### src/logic/fifo_ctrl_pkg.sv
// Constants, field layouts and state types of the UART FIFO control block
package fifo_ctrl_pkg;

	// Register byte offsets on the Wishbone bus
	localparam logic [4:0] ADR_DATA   = 5'h00;
	localparam logic [4:0] ADR_CTRL   = 5'h04;
	localparam logic [4:0] ADR_STATUS = 5'h08;
	localparam logic [4:0] ADR_ISTAT  = 5'h0C;
	localparam logic [4:0] ADR_IMASK  = 5'h10;

	// Control register field positions
	localparam int CTRL_EN    = 0;
	localparam int CTRL_RXF   = 1;
	localparam int CTRL_TXF   = 2;
	localparam int CTRL_DMA   = 3;
	localparam int CTRL_THR_L = 6;

	// Status register field positions
	localparam int STAT_RXCNT   = 0;
	localparam int STAT_TXCNT   = 8;
	localparam int STAT_RXEMPTY = 16;
	localparam int STAT_RXFULL  = 17;
	localparam int STAT_TXEMPTY = 18;
	localparam int STAT_TXFULL  = 19;

	// Interrupt status bit positions
	localparam int EV_RX_TRIG  = 0;
	localparam int EV_TX_EMPTY = 1;
	localparam int EV_TIMEOUT  = 2;
	localparam int EV_OVERRUN  = 3;

	// FIFO geometry
	localparam int         FIFO_AW    = 4;
	localparam logic [4:0] FIFO_DEPTH = 5'h10;
	localparam logic [4:0] HOLD_DEPTH = 5'h01;

	// Receive trigger levels
	localparam logic [4:0] TRIG_LVL0 = 5'h01;
	localparam logic [4:0] TRIG_LVL1 = 5'h04;
	localparam logic [4:0] TRIG_LVL2 = 5'h08;
	localparam logic [4:0] TRIG_LVL3 = 5'h0E;

	// Reset values
	localparam logic [1:0] THR_RESET  = 2'h0;
	localparam logic [3:0] MASK_RESET = 4'h0;

	// Pointers and occupancy of one FIFO
	typedef struct packed {
		logic [FIFO_AW-1:0] wr;
		logic [FIFO_AW-1:0] rd;
		logic [FIFO_AW:0]   cnt;
	} fifo_ptr_t;

	// Fields of the FIFO control register
	typedef struct packed {
		logic [1:0] thr;
		logic       dma;
		logic       txf;
		logic       rxf;
		logic       en;
	} fifo_control_t;

	// Complete state of the control block
	typedef struct packed {
		logic          ack;
		logic [31:0]   rdata;
		fifo_control_t ctrl;
		logic [3:0]    mask;
		logic [3:0]    istat;
		logic          irq;
		logic          tx_req_n;
		logic          rx_req_n;
		logic          rx_block;
		logic          rx_reached;
		logic          tx_empty;
		logic [7:0]    tx_char;
		logic          tx_char_valid;
	} ctrl_state_t;

endpackage : fifo_ctrl_pkg

### src/logic/char_fifo.sv
// Sixteen-entry character FIFO with flush and occupancy count
`timescale 1ns/1ps
module char_fifo #(
	parameter int WIDTH = 8
) (
	// Clock and reset
	input  wire logic                                  clk_i,
	input  wire logic                                  rst_i,
	// Control
	input  wire logic                                  flush_i,
	input  wire logic                                  push_i,
	input  wire logic [WIDTH-1:0]                      din_i,
	input  wire logic                                  pop_i,
	// Head and occupancy
	output logic      [WIDTH-1:0]                      dout_o,
	output logic      [fifo_ctrl_pkg::FIFO_AW:0]       count_o
);

	localparam int DEPTH = 1 << fifo_ctrl_pkg::FIFO_AW;

	logic [WIDTH-1:0]          mem [DEPTH];
	fifo_ctrl_pkg::fifo_ptr_t  p_q;
	fifo_ctrl_pkg::fifo_ptr_t  p_d;
	logic                      do_push;
	logic                      do_pop;

	// Refuse push when full and pop when empty
	assign do_push = push_i && (p_q.cnt != fifo_ctrl_pkg::FIFO_DEPTH);
	assign do_pop  = pop_i && (p_q.cnt != '0);

	// Pointer and count update; flush wins over traffic
	always_comb begin
		p_d = p_q;
		if (flush_i) begin
			p_d = '0;
		end else begin
			if (do_push) p_d.wr = p_q.wr + 1'b1;
			if (do_pop)  p_d.rd = p_q.rd + 1'b1;
			if (do_push && !do_pop) p_d.cnt = p_q.cnt + 1'b1;
			if (do_pop && !do_push) p_d.cnt = p_q.cnt - 1'b1;
		end
	end

	// State register
	always_ff @(posedge clk_i) begin
		if (rst_i) p_q <= '0;
		else       p_q <= p_d;
	end

	// Character storage
	always_ff @(posedge clk_i) begin
		if (do_push && !flush_i) mem[p_q.wr] <= din_i;
	end

	assign dout_o  = mem[p_q.rd];
	assign count_o = p_q.cnt;

endmodule : char_fifo

### src/logic/uart_fifo_control.sv
// FIFO control, DMA request pins and register slave of one UART channel
`timescale 1ns/1ps
module uart_fifo_control (
	// Clock and reset
	input  wire logic        clk_i,
	input  wire logic        rst_i,
	// Wishbone slave
	input  wire logic        wb_cyc_i,
	input  wire logic        wb_stb_i,
	input  wire logic        wb_we_i,
	input  wire logic [4:0]  wb_adr_i,
	input  wire logic [3:0]  wb_sel_i,
	input  wire logic [31:0] wb_dat_i,
	output logic      [31:0] wb_dat_o,
	output logic             wb_ack_o,
	// Transmit shift register side
	input  wire logic        tx_load_req_i,
	output logic      [7:0]  tx_char_o,
	output logic             tx_char_valid_o,
	// Receive shift register side
	input  wire logic        rx_char_valid_i,
	input  wire logic [7:0]  rx_char_i,
	input  wire logic        rx_timeout_i,
	// DMA request pins and interrupt
	output logic             tx_transfer_request_n_o,
	output logic             rx_transfer_request_n_o,
	output logic             irq_o
);

	////////////////////////////////////////////////////////////////////////
	// Declarations

	fifo_ctrl_pkg::ctrl_state_t q;
	fifo_ctrl_pkg::ctrl_state_t d;

	logic [7:0] tx_head;
	logic [7:0] rx_head;
	logic [4:0] tx_cnt;
	logic [4:0] rx_cnt;
	logic [4:0] cap;
	logic [4:0] trig;
	logic       access;
	logic       wr;
	logic       rd;
	logic       tx_push;
	logic       tx_pop;
	logic       rx_push;
	logic       rx_pop;
	logic       mode1;
	logic       reached;
	logic       ctrl_wr;
	logic       en_change;
	logic [3:0] events;
	logic       istat_rd;

	// Trigger level for a two-bit threshold code
	function automatic logic [4:0] trig_level(input logic [1:0] code);
		logic [4:0] lvl;
		lvl = fifo_ctrl_pkg::TRIG_LVL0;
		unique case (code)
			2'h0: lvl = fifo_ctrl_pkg::TRIG_LVL0;
			2'h1: lvl = fifo_ctrl_pkg::TRIG_LVL1;
			2'h2: lvl = fifo_ctrl_pkg::TRIG_LVL2;
			2'h3: lvl = fifo_ctrl_pkg::TRIG_LVL3;
		endcase
		return lvl;
	endfunction : trig_level

	////////////////////////////////////////////////////////////////////////
	// FIFOs

	// Transmit FIFO, drained by the shift register
	char_fifo #(
		.WIDTH   (8)
	) u_tx_fifo (
		.clk_i   (clk_i),
		.rst_i   (rst_i),
		.flush_i (q.ctrl.txf),
		.push_i  (tx_push),
		.din_i   (wb_dat_i[7:0]),
		.pop_i   (tx_pop),
		.dout_o  (tx_head),
		.count_o (tx_cnt)
	);

	// Receive FIFO, filled by the shift register
	char_fifo #(
		.WIDTH   (8)
	) u_rx_fifo (
		.clk_i   (clk_i),
		.rst_i   (rst_i),
		.flush_i (q.ctrl.rxf),
		.push_i  (rx_push),
		.din_i   (rx_char_i),
		.pop_i   (rx_pop),
		.dout_o  (rx_head),
		.count_o (rx_cnt)
	);

	////////////////////////////////////////////////////////////////////////
	// Bus decode and data movement

	// One access per request; ack drops in the cycle after it rose
	assign access   = wb_cyc_i && wb_stb_i && !q.ack;
	assign wr       = access && wb_we_i && wb_sel_i[0];
	assign rd       = access && !wb_we_i;
	assign ctrl_wr  = wr && (wb_adr_i == fifo_ctrl_pkg::ADR_CTRL);
	assign istat_rd = rd && (wb_adr_i == fifo_ctrl_pkg::ADR_ISTAT);

	// Sixteen entries with FIFOs on, one holding slot with them off
	assign cap = q.ctrl.en ? fifo_ctrl_pkg::FIFO_DEPTH
	                       : fifo_ctrl_pkg::HOLD_DEPTH;

	// Character moves in and out
	assign tx_push = wr && (wb_adr_i == fifo_ctrl_pkg::ADR_DATA)
	                 && (tx_cnt < cap);
	assign rx_pop  = rd && (wb_adr_i == fifo_ctrl_pkg::ADR_DATA)
	                 && (rx_cnt != '0);
	assign tx_pop  = tx_load_req_i && (tx_cnt != '0)
	                 && !q.ctrl.txf;
	assign rx_push = rx_char_valid_i && (rx_cnt < cap);

	// Threshold and DMA mode
	assign trig    = trig_level(q.ctrl.thr);
	assign reached = rx_cnt >= trig;
	assign mode1   = q.ctrl.en && q.ctrl.dma;

	// Enable toggles flush both FIFOs
	assign en_change = ctrl_wr && (wb_dat_i[fifo_ctrl_pkg::CTRL_EN]
	                               != q.ctrl.en);

	// Interrupt events
	always_comb begin
		events = '0;
		events[fifo_ctrl_pkg::EV_RX_TRIG]  = reached && !q.rx_reached;
		events[fifo_ctrl_pkg::EV_TX_EMPTY] = (tx_cnt == '0) && !q.tx_empty;
		events[fifo_ctrl_pkg::EV_TIMEOUT]  = rx_timeout_i;
		events[fifo_ctrl_pkg::EV_OVERRUN]  = rx_char_valid_i && !rx_push;
	end

	////////////////////////////////////////////////////////////////////////
	// Next state

	// All state updates of the block
	always_comb begin
		d = q;

		// Bus handshake
		d.ack = access;

		// Flush requests last exactly one cycle, then read back as zero
		d.ctrl.txf = 1'b0;
		d.ctrl.rxf = 1'b0;

		// Control register write
		if (ctrl_wr) begin
			d.ctrl.en = wb_dat_i[fifo_ctrl_pkg::CTRL_EN];
			if (wb_dat_i[fifo_ctrl_pkg::CTRL_EN]) begin
				d.ctrl.thr = wb_dat_i[fifo_ctrl_pkg::CTRL_THR_L +: 2];
				d.ctrl.dma = wb_dat_i[fifo_ctrl_pkg::CTRL_DMA];
				d.ctrl.txf = wb_dat_i[fifo_ctrl_pkg::CTRL_TXF];
				d.ctrl.rxf = wb_dat_i[fifo_ctrl_pkg::CTRL_RXF];
			end
			if (en_change) begin
				d.ctrl.txf = 1'b1;
				d.ctrl.rxf = 1'b1;
			end
		end

		// Interrupt mask register
		if (wr && (wb_adr_i == fifo_ctrl_pkg::ADR_IMASK)) begin
			d.mask = wb_dat_i[3:0];
		end

		// Sticky status: read clears, a new event in that cycle stays set
		d.istat = (istat_rd ? 4'h0 : q.istat) | events;
		d.irq   = |(d.istat & d.mask);

		// Edge trackers for the events
		d.rx_reached = reached;
		d.tx_empty   = (tx_cnt == '0);

		// Block-mode receive request: set at trigger or timeout, held
		if ((reached || rx_timeout_i) && (rx_cnt != '0)) begin
			d.rx_block = 1'b1;
		end else if (rx_cnt == '0) begin
			d.rx_block = 1'b0;
		end

		// Request pins
		if (mode1) begin
			d.tx_req_n = (tx_cnt == fifo_ctrl_pkg::FIFO_DEPTH);
			d.rx_req_n = !d.rx_block;
		end else begin
			d.tx_req_n = (tx_cnt != '0);
			d.rx_req_n = (rx_cnt == '0);
		end

		// Character handed to the transmit shift register
		d.tx_char_valid = tx_pop;
		if (tx_pop) d.tx_char = tx_head;

		// Read data
		d.rdata = '0;
		if (rd) begin
			unique case (wb_adr_i)
				fifo_ctrl_pkg::ADR_DATA: d.rdata[7:0] = rx_head;
				fifo_ctrl_pkg::ADR_CTRL: begin
					d.rdata[fifo_ctrl_pkg::CTRL_THR_L +: 2] = q.ctrl.thr;
					d.rdata[fifo_ctrl_pkg::CTRL_DMA] = q.ctrl.dma;
					d.rdata[fifo_ctrl_pkg::CTRL_TXF] = q.ctrl.txf;
					d.rdata[fifo_ctrl_pkg::CTRL_RXF] = q.ctrl.rxf;
					d.rdata[fifo_ctrl_pkg::CTRL_EN]  = q.ctrl.en;
					// Bits 5:4 stay zero
				end
				fifo_ctrl_pkg::ADR_STATUS: begin
					d.rdata[fifo_ctrl_pkg::STAT_RXCNT +: 5] = rx_cnt;
					d.rdata[fifo_ctrl_pkg::STAT_TXCNT +: 5] = tx_cnt;
					d.rdata[fifo_ctrl_pkg::STAT_RXEMPTY] = (rx_cnt == '0);
					d.rdata[fifo_ctrl_pkg::STAT_RXFULL]  = (rx_cnt == cap);
					d.rdata[fifo_ctrl_pkg::STAT_TXEMPTY] = (tx_cnt == '0);
					d.rdata[fifo_ctrl_pkg::STAT_TXFULL]  = (tx_cnt == cap);
				end
				fifo_ctrl_pkg::ADR_ISTAT: d.rdata[3:0] = q.istat;
				fifo_ctrl_pkg::ADR_IMASK: d.rdata[3:0] = q.mask;
				default:                  d.rdata = '0;
			endcase
		end
	end

	////////////////////////////////////////////////////////////////////////
	// State register

	// Reset puts FIFOs off, trigger at one, tx request active, rx request idle
	always_ff @(posedge clk_i) begin
		if (rst_i) begin
			q               <= '0;
			q.ctrl.thr      <= fifo_ctrl_pkg::THR_RESET;
			q.mask          <= fifo_ctrl_pkg::MASK_RESET;
			q.tx_req_n      <= 1'b0;
			q.rx_req_n      <= 1'b1;
			q.tx_empty      <= 1'b1;
		end else begin
			q <= d;
		end
	end

	////////////////////////////////////////////////////////////////////////
	// Outputs

	// All outputs come straight from the state register
	assign wb_dat_o                = q.rdata;
	assign wb_ack_o                = q.ack;
	assign tx_char_o               = q.tx_char;
	assign tx_char_valid_o         = q.tx_char_valid;
	assign tx_transfer_request_n_o = q.tx_req_n;
	assign rx_transfer_request_n_o = q.rx_req_n;
	assign irq_o                   = q.irq;

endmodule : uart_fifo_control

### config.mk
export PLATFORM = sky130hd
export DESIGN_NAME = uart_fifo_control
export DESIGN_NICKNAME = d
export VERILOG_FILES = /design/src/logic/fifo_ctrl_pkg.sv /design/src/logic/char_fifo.sv /design/src/logic/uart_fifo_control.sv
export SDC_FILE = /design/constraint.sdc
export NUM_CORES = 1
export LEC_CHECK = 0
export ABC_AREA = 1
export ABC_CLOCK_PERIOD_IN_PS = 3400
export BUFFER_PORTS_ARGS = -buffer_cell sky130_fd_sc_hd__buf_2
export CORE_ASPECT_RATIO = 0.75
export CORE_UTILIZATION = 45
export DETAILED_ROUTE_END_ITERATION = 8
export PLACE_DENSITY = 0.67
export SLEW_MARGIN = 20
export SYNTH_ARGS = -nofsm -noshare
export SYNTH_HDL_FRONTEND = slang
export SYNTH_SLANG_ARGS = --single-unit
### constraint.sdc
create_clock -name clk_i -period 3.4 [get_ports clk_i]
set_input_delay 0.68 -clock clk_i [delete_from_list [all_inputs] [get_ports clk_i]]
set_output_delay 0.68 -clock clk_i [all_outputs]
set_load 0.005 [all_outputs]
## Yosys cells after proc, flatten, opt, wreduce, memory -nomap -nowiden

Memories as Yosys holds them, arrays and structs flattened. A register that Yosys moved wholly into a read port is not among the register bits.
Index checks and enable logic that the tools add are counted.

- Bits of input ports: 57
- Logic and storage cells: 139
- Bits in writable memories: 256
- Output and inout port bits: 45
- Register bits: 80
- Memories: 2

- Eq/ne operators: 13
- Reduce and logical (&&, ||, !) cells: 60
- Add/subtract/negate cells: 8
- $lt $le $gt $ge: 3
- Multiplexer cells: 22
- Bitwise logic cells: 6

Memories:

| name | words | bits a word | read ports | clocked after Yosys merged registers in | write ports | RTL line | RTL |
|---|---|---|---|---|---|---|---|
| u_rx_fifo.mem | 16 | 8 | 1 | 1 | 1 | char_fifo.sv:21 | `logic [WIDTH-1:0] mem [DEPTH];` |
| u_tx_fifo.mem | 16 | 8 | 1 | 1 | 1 | char_fifo.sv:21 |  |

Operators by type and width:

| operator | number |
|---|---|
| $logic_and A1 B1 Y1 | 31 |
| $mux W5 | 5 |
| $pmux W4 S5 | 1 |
| $pmux W5 S4 | 1 |
| $add A4 B1 Y4 const B | 4 |
| $mux W4 | 4 |
| $logic_not A5 Y1 | 3 |
| $logic_not A1 Y1 | 12 |
| $add A5 B1 Y5 const B | 2 |
| $eq A5 B4 Y1 const B | 2 |
| $eq A5 B5 Y1 | 2 |
| $eq A5 B5 Y1 const B | 2 |
| $lt A5 B5 Y1 | 2 |
| $ne A5 B5 Y1 const B | 2 |
| $reduce_bool A5 Y1 | 2 |
| $sub A5 B1 Y5 const B | 2 |
| $reduce_or A2 Y1 | 4 |
| $mux W1 | 6 |
| $mux W2 | 3 |
| $reduce_or A3 Y1 | 2 |
| $eq A5 B3 Y1 const B | 1 |
| $ge A5 B5 Y1 | 1 |
| $and A4 B4 Y4 | 1 |
| $eq A2 B2 Y1 const B | 2 |
| other kinds (11) | 15 |

## Logic depth before layout (Yosys ltp)

Gate-level depths: netlist of the first run.

- Depth in word-level cells: 10
- Mapped depth: 15
- Depth with buffers taken out: 15

## Hierarchy

Synthesis of the first run repeated with hierarchy kept, for this count alone.

- Cells, all modules: 1276
- Area total of the unflattened synthesis: 14561.5 um^2

Modules (own cells, without submodules):

| module | cells an instance | sequential area each (um^2) | area an instance (um^2) | instances |
|---|---|---|---|---|
| char_fifo (u_tx_fifo) | 480 | 4184.0 | 6112.1 | 1 |
| char_fifo (u_rx_fifo) | 480 | 4184.0 | 6072.1 | 1 |
| uart_fifo_control | 316 | 940.9 | 2377.3 | 1 |

## Worst setup path before layout of the first run

Ideal clock, no wire load.

- Path type: input to register
- Start: input wb_adr_i[1]
- End: register u_rx_fifo.p_q, in the netlist u_rx_fifo.count_o[4]
- Setup slack: 0.782 ns
- Stages: 13
- Arrival time: 2.500 ns
- Path through: nor2_4 -> nand3_2 -> inv_1 -> nand3_2 -> inv_2 -> ha_1 -> inv_1 -> fa_1 -> o21ai_0 -> a21oi_1 -> xor2_1 -> nand2_1 -> a21oi_1

- Word-level cells in the longest chain between the ends: 7

RTL lines:

| item | RTL line | RTL |
|---|---|---|
| from (decl) | uart_fifo_control.sv:11 | `input wire logic [4:0] wb_adr_i,` |
| $logic_not A5 Y1 (*) | uart_fifo_control.sv:117 | `assign rx_pop = rd && (wb_adr_i == fifo_ctrl_pkg::ADR_DATA)` |
| $logic_and A1 B1 Y1 (*) | uart_fifo_control.sv:117 |  |
| $logic_and A1 B1 Y1 (*) | uart_fifo_control.sv:118 | `&& (rx_cnt != '0);` |
| $logic_and A1 B1 Y1 (*) | char_fifo.sv:29 | `assign do_pop = pop_i && (p_q.cnt != '0);` |
| named net u_rx_fifo.do_pop | char_fifo.sv:25 | `logic do_pop;` |
| $logic_not A1 Y1 | char_fifo.sv:39 | `if (do_push && !do_pop) p_d.cnt = p_q.cnt + 1'b1;` |
| $logic_and A1 B1 Y1 | char_fifo.sv:39 |  |
| $reduce_bool A2 Y1 (no line) | -- |  |
| to (signal assigned) | char_fifo.sv:47 | `else p_q <= p_d;` |
| to (decl) | char_fifo.sv:22 | `fifo_ctrl_pkg::fifo_ptr_t p_q;` |

The timed path passes the listed nets; every way through them passes the cells marked *.
A chain may end at the register's enable or synchronous reset.

## Final worst setup path of the first run

- Start: register q[23] (netlist name)
- End: register u_tx_fifo.p_q, in the netlist u_tx_fifo.count_o[4]

- Word-level cells in the longest chain between the ends: 7

RTL lines:

| item | RTL line | RTL |
|---|---|---|
| from (decl) | uart_fifo_control.sv:33 | `fifo_ctrl_pkg::ctrl_state_t q;` |
| $mux W5 (*) | uart_fifo_control.sv:111 | `assign cap = q.ctrl.en ? fifo_ctrl_pkg::FIFO_DEPTH` |
| $lt A5 B5 Y1 (*) | uart_fifo_control.sv:116 | `&& (tx_cnt < cap);` |
| $logic_and A1 B1 Y1 (*) | uart_fifo_control.sv:116 |  |
| $logic_and A1 B1 Y1 (*) | char_fifo.sv:28 | `assign do_push = push_i && (p_q.cnt != fifo_ctrl_pkg::FIFO_DEPTH);` |
| $logic_not A1 Y1 | char_fifo.sv:40 | `if (do_pop && !do_push) p_d.cnt = p_q.cnt - 1'b1;` |
| $logic_and A1 B1 Y1 | char_fifo.sv:40 |  |
| $mux W5 or $reduce_bool A2 Y1 (tied branches) | -- |  |
| to (signal assigned) | char_fifo.sv:47 |  |
| to (decl) | char_fifo.sv:22 |  |

Mark *: on every way between the ends. The rest lies on a longest branch, timed or not.

==> results of run 1 <==
-- routing by layer --
layer / wire, microns / global-route usage, %
met5: 0 / 0
met1: 15500 / 29.4
met2: 13800 / 29.5
met3: 2600 / 3.99
met4: 582 / 5.08
-- through the flow --
| step | instance area (sq um) | hold WS [ns] |
|---|---|---|
| floorplan | 14400 | 0.445 |
| global placement | 14900 | 0.475 |
| detailed placement | 14900 | 0.481 |
| CTS | 16000 | 0.438 |
| global route | 16000 | 0.461 |
| finish | 16000 | 0.458 |
-- synthesized netlist by cell type (6+ instances only) --
library cell,instances,area [sq um]
o211ai_1,12,90.1
o21ai_0,91,455
a21oi_1,45,225
o21a_1,8,60.1
edfxtp_1,256,7690
buf_2,25,125
o22ai_1,6,37.5
nand3_1,152,761
nor2_1,213,800
o21ai_1,16,80.1
ha_1,26,325
inv_1,95,357
clkbuf_1,13,48.8
xor2_1,6,52.6
nand2_1,254,953
dfxtp_1,77,1540
buf_4,49,368
-- worst reg2reg max path: cells and delay by family, from the launching register on --
family                     cells  cell delay [ns]
xor gates and xnor gates       1             0.16
DFF                            1             0.40
adders and majority gates      3             0.97
and+or+nand+nor                4             0.42
AOI/OAI and AO/OA              3             0.34
buffers and inverters          3             0.33
-- power by group through the flow --
| stage | registers (mW) | clock network (mW) | logic, mW |
|---|---|---|---|
| global placement | 4.82 | 0 | 2.12 |
| floorplan | 4.80 | 0 | 1.65 |
| finish | 4.75 | 3.65 | 2.19 |
| detailed placement | 4.83 | 0 | 2.17 |
| global route | 4.77 | 3.86 | 2.47 |
| CTS | 4.74 | 3.72 | 2.18 |
-- cells by family (layout without fill, tap and decap cells) --
family                   count (synthesis)  in the layout
XOR/XNOR                                11             11
AO/OA/AOI/OAI                          180            180
other                                    1             15
buffers and inverters                  198            261
adder cells (fa/ha/maj)                 28             28
flip-flops                             333            333
AND/OR/NAND/NOR                        647            647
-- state kept, by name, indices dropped and copies added (netlist names), named ones only --
signal	cells
irq_o	1
q	17
rx_transfer_request_n_o	1
tx_char_o	8
tx_char_valid_o	1
tx_transfer_request_n_o	1
u_rx_fifo.count_o	5
u_rx_fifo.mem	128
u_rx_fifo.p_q	8
u_tx_fifo.count_o	5
u_tx_fifo.mem	128
u_tx_fifo.p_q	8
wb_ack_o	1
wb_dat_o	17
-- final cells by class --
cell class,instances,area share (%)
sequential,333,57.7
clock buffer,43,5.65
tap,406,3.17
multi-input combinational,881,26.4
clock inverter,18,1.13
timing repair buffer,95,3.53
inverter,105,2.49
-- how the worst min path moves through the flow --
stage / startpoint / to / slack, ns / cells past startpoint
after floorplan: q[26] / q[26] / 0.45 / 2
after global placement: q[18] / q[18] / 0.48 / 2
after detailed placement: q[17] / q[17] / 0.48 / 2
after CTS: rx_timeout_i / q[17] / 0.44 / 3
after global routing: rx_timeout_i / q[17] / 0.46 / 3
final: rx_timeout_i / q[17] / 0.46 / 3
==> metrics.txt, run 1 <==
multiplexer share of the synthesized area=0%; Layout area overhead=11.4%; reg2reg end=u_tx_fifo.count_o[4]; Synth Area per Inst=about 10 sq um; Die ar.=roughly 33000 sq um; vias in the first global route=9167; Worst-Skew Late Latency=0.52 ns; filler instances=approximately 2.7k; post-synthesis cell area=14400 sq um; critical-path cell list=inv_1 > ha_1 > nand2_1 > nand2_1 > nor2_4 > inv_2 > ha_1 > ha_1 > inv_1 > o21ai_0 > a21oi_1 > xor2_1 > nand2_1 > a21oi_1; antenna violations before repair=1; Critical path origin=q[23]; largest family of logic cells by synthesized area=simple AND/OR/NAND/NOR gates; worst r2r src=q[23]; Min-Delay Path Class=in -> reg; max cap viols=0; largest net degree at the start of global routing=just under 70; vias per cell=5.27; fin crit period=2.69 ns; row count=56; Initial Utilization=45.9%; total grt overflow=0; switching pwr=3.14 mW; # H-tree levels=2; Reg2Reg Setup Slack=roughly 0.71 ns; DR iter-0 viols=between 1k and 1.5k; Max FO, Critical Path=7; Num CTS Buffers=34; Static Leakage=6.14 nW; Place WS=0.336 ns; Antenna Cells=0; buffers added on ports=59; Sw Share=29.6%; Seq/Total Area, Yosys=64.2%; Unique masters post-synth=40; setup bufs post-CTS=0; Reg clk slew, reported paths=roughly 0.070 ns; post-synthesis compound-gate area fraction=6.70%; Final TNS setup=0 ns; setup violators final=0; root buf cell=clkbuf_16; post-layout total power=10.6 mW; most common cell after layout, fill and taps aside=edfxtp_1; RSZ-0062 raised after global routing=no; post-detail-place hpwl=20800 microns; relative slew slack=33.5%; CTS Hold Bufs=0; CP required=slightly below 4 ns; final cell count without fillers=1881; clk buf depth=3; Setup CP Type=reg -> reg; ANT nets after route=0; layout cells sized above 1=11.4%; all-layer global routing usage=19.8%; Worst Skew=0.0180 ns; Syn. warnings=0; post-cts resize count=0; crit-path leading delay family=adder cells; final core utilization=51.1%; chip width=208 microns; drt drc=0; Synth Area in XOR/XNOR=less than 1%; dpl cells=roughly 1.8k; Register-to-Register Path Depth=14; Slowest cell on crit path=dfxtp_1; status=finished clean; most frequent cells in the layout=256 x edfxtp_1, 254 x nand2_1, 213 x nor2_1; Fin. Hold Viols=0; vias=9922; WP buf/inv=3; wirelength, routed=around 33000 microns; power share of the sequential group=44.8%; first-pass GRT wire length=around 50000 microns; Adder-Cell Fraction of Synth Area=approximately 2.5%; Worst IR Drop VDD=0.000360 V; DR WL/cell=17.3 microns; Max Slew Vio Count=0; Nets=1535; area of the multi-input gates=4220 sq um; Internal=between 7 and 8 mW; worst slew pin tran=0.998 ns; async set or reset register ratio after synthesis=0%; CP startpoint kind=flip-flop; core footprint=31300 sq um; max incr delay on CP=0.40 ns; Sink Count=333; power share of the clock group=34.5%; Placer Congestion=0.854; Arr. time, crit path=3.13 ns; Top FF cell, synth=edfxtp_1; Register Area=9230 sq um; PD cells=661 nW/um^2; number of I/O pins=102; CP Capture Point=u_tx_fifo.count_o[4]; Die Span Y=~160 microns; #FFs+latches synth=333; Gate power share=20.7%; CP Depth=14; drt first pass iters=5; crit share post-route=79.1%; number of synthesized flops with an enable pin=around 260; simple-gate share of the synthesized area=19.1%; crit end category=flip-flop; CTS tree=yes; f_max=0.372 GHz; Syn Inst Count=1398; slack of the critical path=0.712 ns
Power figures use the tool's default switching activity.
==> inputs of run 2 (changes only) <==
ABC_AREA = 0   (was 1)
ABC_CLOCK_PERIOD_IN_PS = 2700   (was 3400)
PLACE_DENSITY = 0.68   (was 0.67)
clock period = 2.7 ns   (was 3.4 ns; I/O delays follow)
==> metrics.txt, run 2 <==
Max FO, Critical Path=4; first-pass GRT wire length=44000 microns; Placed Area=15100 sq um; slack of the critical path=-0.251 ns; row count=54; PD cells=689 nW/um^2; cell taking the most area after synthesis=edfxtp_1; failing checks=setup timing; clk buf depth=3; Worst IR Drop VDD=0.000432 V; Final Cell Area=around 16000 sq um; Register-to-Register Path Depth=13; synth top area cells=edfxtp_1 57%, mux4_2 13%, dfxtp_1 11%; most frequent cells in the layout=256 x edfxtp_1, 87 x buf_4, 79 x mux4_2; switching pwr=2.33 mW; vias per cell=5.43; Top FF cell, synth=edfxtp_1; Die Span Y=153 microns; Antenna Cells=0; largest net degree at the start of global routing=36; Synth Area per Inst=16.6 sq um; Largest regs=u_rx_fifo.mem x128, u_tx_fifo.mem x128; setup violators final=3; Internal=8.92 mW; total grt overflow=0; Fin. Hold Viols=0; power share of the clock group=43.9%; RSZ-0062 raised after global routing=yes; chip width=203 microns; Final TNS setup=-0.536 ns; status=complete, but fails checks; Sw Share=20.7%; Setup CP Type=reg -> reg; vias in the first global route=around 7.4k; DR WL/cell=21.1 microns; Initial Utilization=about 46%; most frequent cell after synthesis=edfxtp_1; f_max=0.339 GHz; async set or reset register ratio after synthesis=0%; Placer Congestion=0.828; Hold Slack=0.298 ns; Syn Inst Count=819; Reg clk slew, reported paths=0.06 ns; Syn. warnings=0; Static Leakage=5.66 nW; all-layer global routing usage=19.1%; CTS tree=yes; #FFs+latches synth=333; Synth top area share=56.5%; fin crit period=2.95 ns; layout cells sized above 1=34.7%; Arr. time, crit path=3.40 ns; CP required=between 3 and 4 ns; CTS Hold Bufs=0; Gate power share=6.0%; wirelength, routed=29000 microns; final cell count without fillers=1374; Layout area overhead=20.2%; post-synthesis cell area=around 14000 sq um; Min-Delay Path Class=in -> reg; buffers added on ports=about 60; Post-synth top cells=256 x edfxtp_1, 79 x mux4_2, 77 x dfxtp_1; Die ar.=30900 sq um; antenna violations before repair=1; post-detail-place hpwl=19500 microns; max cap viols=0; Worst Skew=0.0247 ns; power share of the sequential group=between 50 and 60%; Max Slew Vio Count=0; DR iter-0 viols=670; filler instances=2297; number of I/O pins=102; Worst-Skew Late Latency=0.53 ns; drt first pass iters=5; crit end category=flip-flop; relative slew slack=55.4%; core footprint=29400 sq um; Num CTS Buffers=34; CP startpoint kind=flip-flop; crit share post-route=109%; worst slew pin tran=0.668 ns; Unique masters post-synth=63; # H-tree levels=2; ANT nets after route=0; dpl cells=1310; drt drc=0; hold path cells=3; Nets=1044; number of synthesized flops with an enable pin=256; vias=7462; Sink Count=333; most common cell after layout, fill and taps aside=edfxtp_1; Seq/Total Area, Yosys=67.9%; root buf cell=clkbuf_16
run 2: worst paths after layout:
check / start / end / slack [ns]
min reg2reg: tx_char_o[2] / tx_char_o[2] / 0.45
max reg2reg: q[23] / u_rx_fifo.count_o[4] / -0.25
max: q[23] / u_rx_fifo.count_o[4] / -0.25
min: rx_timeout_i / q[17] / 0.30
run 2: per-layer routing:
metal  routed length, microns  GRT usage [%]
met4                      612           5.33
met5                       13              0
met3                     2090           4.41
met2                    12600           27.3
met1                    13700           29.1
run 2: metrics by stage:
stage	util, %	setup WS (ns)	power, mW
after detailed placement	51.2	-0.296	6.37
final	55.6	-0.251	11.3
after global placement	51.2	-0.235	6.35
after global routing	55.6	-0.376	11.6
after floorplan	-	-0.258	6.09
after CTS	55.4	-0.224	11.3
run 2: repair_timing:
| action | 4_1_cts | 5_1_grt |
|---|---|---|
| gates resized for setup | 7 | 9 |
| setup endpoints to repair | 35 | 101 |
| setup buffers | 3 | 4 |
| pin swaps | 8 | 10 |
| endpoints found under the hold margin | 0 | 0 |
run 2: worst max-delay path, cell delays in order, from the launching register on:
cell and delay, ns:
dfxtp_2 0.32, inv_2 0.06, ha_1 0.13, or4b_4 0.49, a221oi_4 0.31, and2_4 0.20
inv_2 0.05, ha_4 0.17, ha_4 0.21, nor2b_4 0.12, o21ai_2 0.15, a21oi_2 0.08
or4_1 0.46, a21oi_1 0.13
run 2: power groups by stage:
stage	Combinational [mW]	Clock, mW	Sequential, mW
2_1_floorplan	0.340	0	5.75
3_3_place_gp	0.606	0	5.75
3_5_place_dp	0.626	0	5.75
4_1_cts	0.651	5.04	5.64
5_1_grt	0.733	5.22	5.65
6_report	0.672	4.94	5.64
run 2: cell families after synthesis:
group	synth area share, %
DFF	67.9
and+or+nand+nor	7.31
buffers and inverters	3.98
muxes	14.0
AOI/OAI and AO/OA	3.17
adders and majority gates	2.69
xor gates and xnor gates	0.902
other	0.0276
run 2: final cells by class:
cell class / instances / area, sq um / share of cell area [%]
tap: 392 / 490 / 3.00
clock inverter: 16 / 245 / 1.50
timing repair buffer: 164 / 1310 / 8.01
multi-input combinational: 404 / 4050 / 24.8
inverter: 22 / 82.6 / 0.505
clock buffer: 43 / 928 / 5.68
sequential: 333 / 9240 / 56.5
==> inputs of run 3 (changes only) <==
PLACE_DENSITY = not set   (was 0.68)
PLACE_DENSITY_LB_ADDON = 0.1   (was not set)
REMOVE_ABC_BUFFERS = 1   (was not set)
==> metrics.txt, run 3 (synthesis results as in run 2) <==
status=complete, but fails checks; failing checks=setup timing; Placer Congestion=0.852; antenna violations before repair=1; # H-tree levels=2; Slowest cell on crit path=or4_4; setup violators final=5; Register Area=between 9000 and 10000 sq um; WP buf/inv=2; number of I/O pins=102; Worst-Skew Late Latency=0.52 ns; DR WL/cell=22.5 microns; worst r2r src=q[23]; Reg2Reg Setup Slack=-0.29 ns; vias per cell=5.50; Min-Delay Path Class=in -> reg; drt first pass iters=7; final core utilization=56.1%; Worst Skew=0.0119 ns; fin crit period=2.99 ns; Die ar.=30900 sq um; max incr delay on CP=0.52 ns; total grt overflow=0; ANT nets after route=0; Fin. Hold Viols=0; Placed Area=15000 sq um; worst slew pin tran=0.664 ns; Sink Count=333; CTS Hold Bufs=0; Initial Utilization=46.3%; layout cells sized above 1=about two fifths; CTS tree=yes; core footprint=29400 sq um; vias=7719; GR Util met2=31.0%; chip width=203 microns; Final Cell Area=16500 sq um; Setup CP Type=reg -> reg; buffers added on ports=approximately 60; Worst IR Drop VDD=~0.00038 V; Register-to-Register Path Depth=13; crit share post-route=111%; all-layer global routing usage=between 20% and 30%; most common cell after layout, fill and taps aside=edfxtp_1; root buf cell=clkbuf_16; most frequent cells in the layout=256 x edfxtp_1, 109 x buf_4, 79 x mux4_2; PD cells=662 nW/um^2; Max FO, Critical Path=3; worst hold start=rx_timeout_i; Layout area overhead=21.3%; Arr. time, crit path=around 3.4 ns; row count=between 50 and 60; met1 Use GR=32.8%; post-detail-place hpwl=between 20000 and 25000 microns; clk buf depth=3; CP required=approximately 3.1 ns; post-layout total power=10.9 mW; Worst Hold End=q[17]; critical-path cell list=inv_2 > ha_1 > or4b_4 > a221oi_4 > and2_4 > inv_2 > ha_4 > ha_4 > nor2b_4 > o21ai_2 > a21oi_2 > or4_4 > a21oi_2; gr busiest metal=met1; RSZ-0062 raised after global routing=yes; area of the multi-input gates=4170 sq um; Num CTS Buffers=35; CP startpoint kind=flip-flop; Max Slew Vio Count=0; f_max=roughly 0.33 GHz; Die Span Y=roughly 150 microns; Critical path origin=q[23]; reg2reg end=u_rx_fifo.count_o[4]; Largest regs=u_rx_fifo.mem x128, u_tx_fifo.mem x128; largest net degree at the start of global routing=36; Nets=~1.1k; Hold Slack=around 0.31 ns; max cap viols=0; first-pass GRT wire length=approximately 48000 microns; wirelength, routed=around 32000 microns; filler instances=between 2k and 2.5k; relative slew slack=a little under three fifths; Static Leakage=5.73 nW; vias in the first global route=between 7k and 8k; Reg clk slew, reported paths=roughly 0.060 ns; drt drc=0; DR iter-0 viols=661; hold path cells=3; crit-path leading delay family=simple AND/OR/NAND/NOR gates; crit end category=flip-flop; slack of the critical path=-0.289 ns; GR Util met3=3.17%
==> run 3: cell count changes in the layout (fill, tap and decap cells not counted), moves of 5 or more <==
cell      change
and2_4        +8
buf_12       -11
and2_1        -8
buf_6        +14
buf_4        +22
clkinv_2      +5
==> run 3: power breakdown <==
part,total (mW),internal (mW),switching [mW]
Combinational,0.725,0.326,0.399
Sequential,5.64,5.61,0.0360
Clock,4.55,2.64,1.91
Total,10.9,8.57,2.35
==> run 3: worst max path at each step <==
stage	endpoint	slack, ns	cells past startpoint
3_5_place_dp	u_rx_fifo.count_o[4]	-0.61	13
6_report	u_rx_fifo.count_o[4]	-0.29	13
3_3_place_gp	u_rx_fifo.count_o[4]	-0.44	13
5_1_grt	u_rx_fifo.count_o[4]	-0.36	13
4_1_cts	u_rx_fifo.count_o[4]	-0.30	13
2_1_floorplan	u_rx_fifo.count_o[4]	-0.58	13
==> run 3: repair_timing <==
action / in CTS / in global routing
endpoints found under the setup margin: 37 / 93
gates resized for setup: 36 / 45
setup buffers: 14 / 8
pin swaps: 20 / 23
==> run 3: metrics by stage <==
| step | cells | setup slack (ns) | setup TNS, ns |
|---|---|---|---|
| finish | 1404 | -0.289 | -0.887 |
| global route | 1404 | -0.361 | -5.18 |
| CTS | 1399 | -0.297 | -0.950 |
| detailed placement | 1324 | -0.612 | -4.39 |
| global placement | 1324 | -0.439 | -0.908 |
| floorplan | 759 | -0.578 | -3.47 |
==> run 3: cell type report <==
cell class / instances / share of cell area, %
diodes: 1 / 0.0152
clock buffers: 43 / 5.62
clock inverters: 19 / 0.933
inverters: 22 / 0.516
multi-input cells: 404 / 25.3
flip-flops and latches: 333 / 56.0
well taps: 392 / 2.97
repair buffers: 190 / 8.65
==> run 3: per-layer routing <==
metal	part of all wire, %	wire length (microns)	up-vias
li1	-	-	3443
met1	47	15000	4007
met2	45	14400	234
met3	5.8	1830	35
met4	1.4	432	0
met5	0	0	-
==> run 3: worst min-delay path: cells and delay by family <==
family / cells / cell delay [ns]
compound gates: 1 / 0.06
buf+inv: 1 / 0.12
simple gates: 1 / 0.07
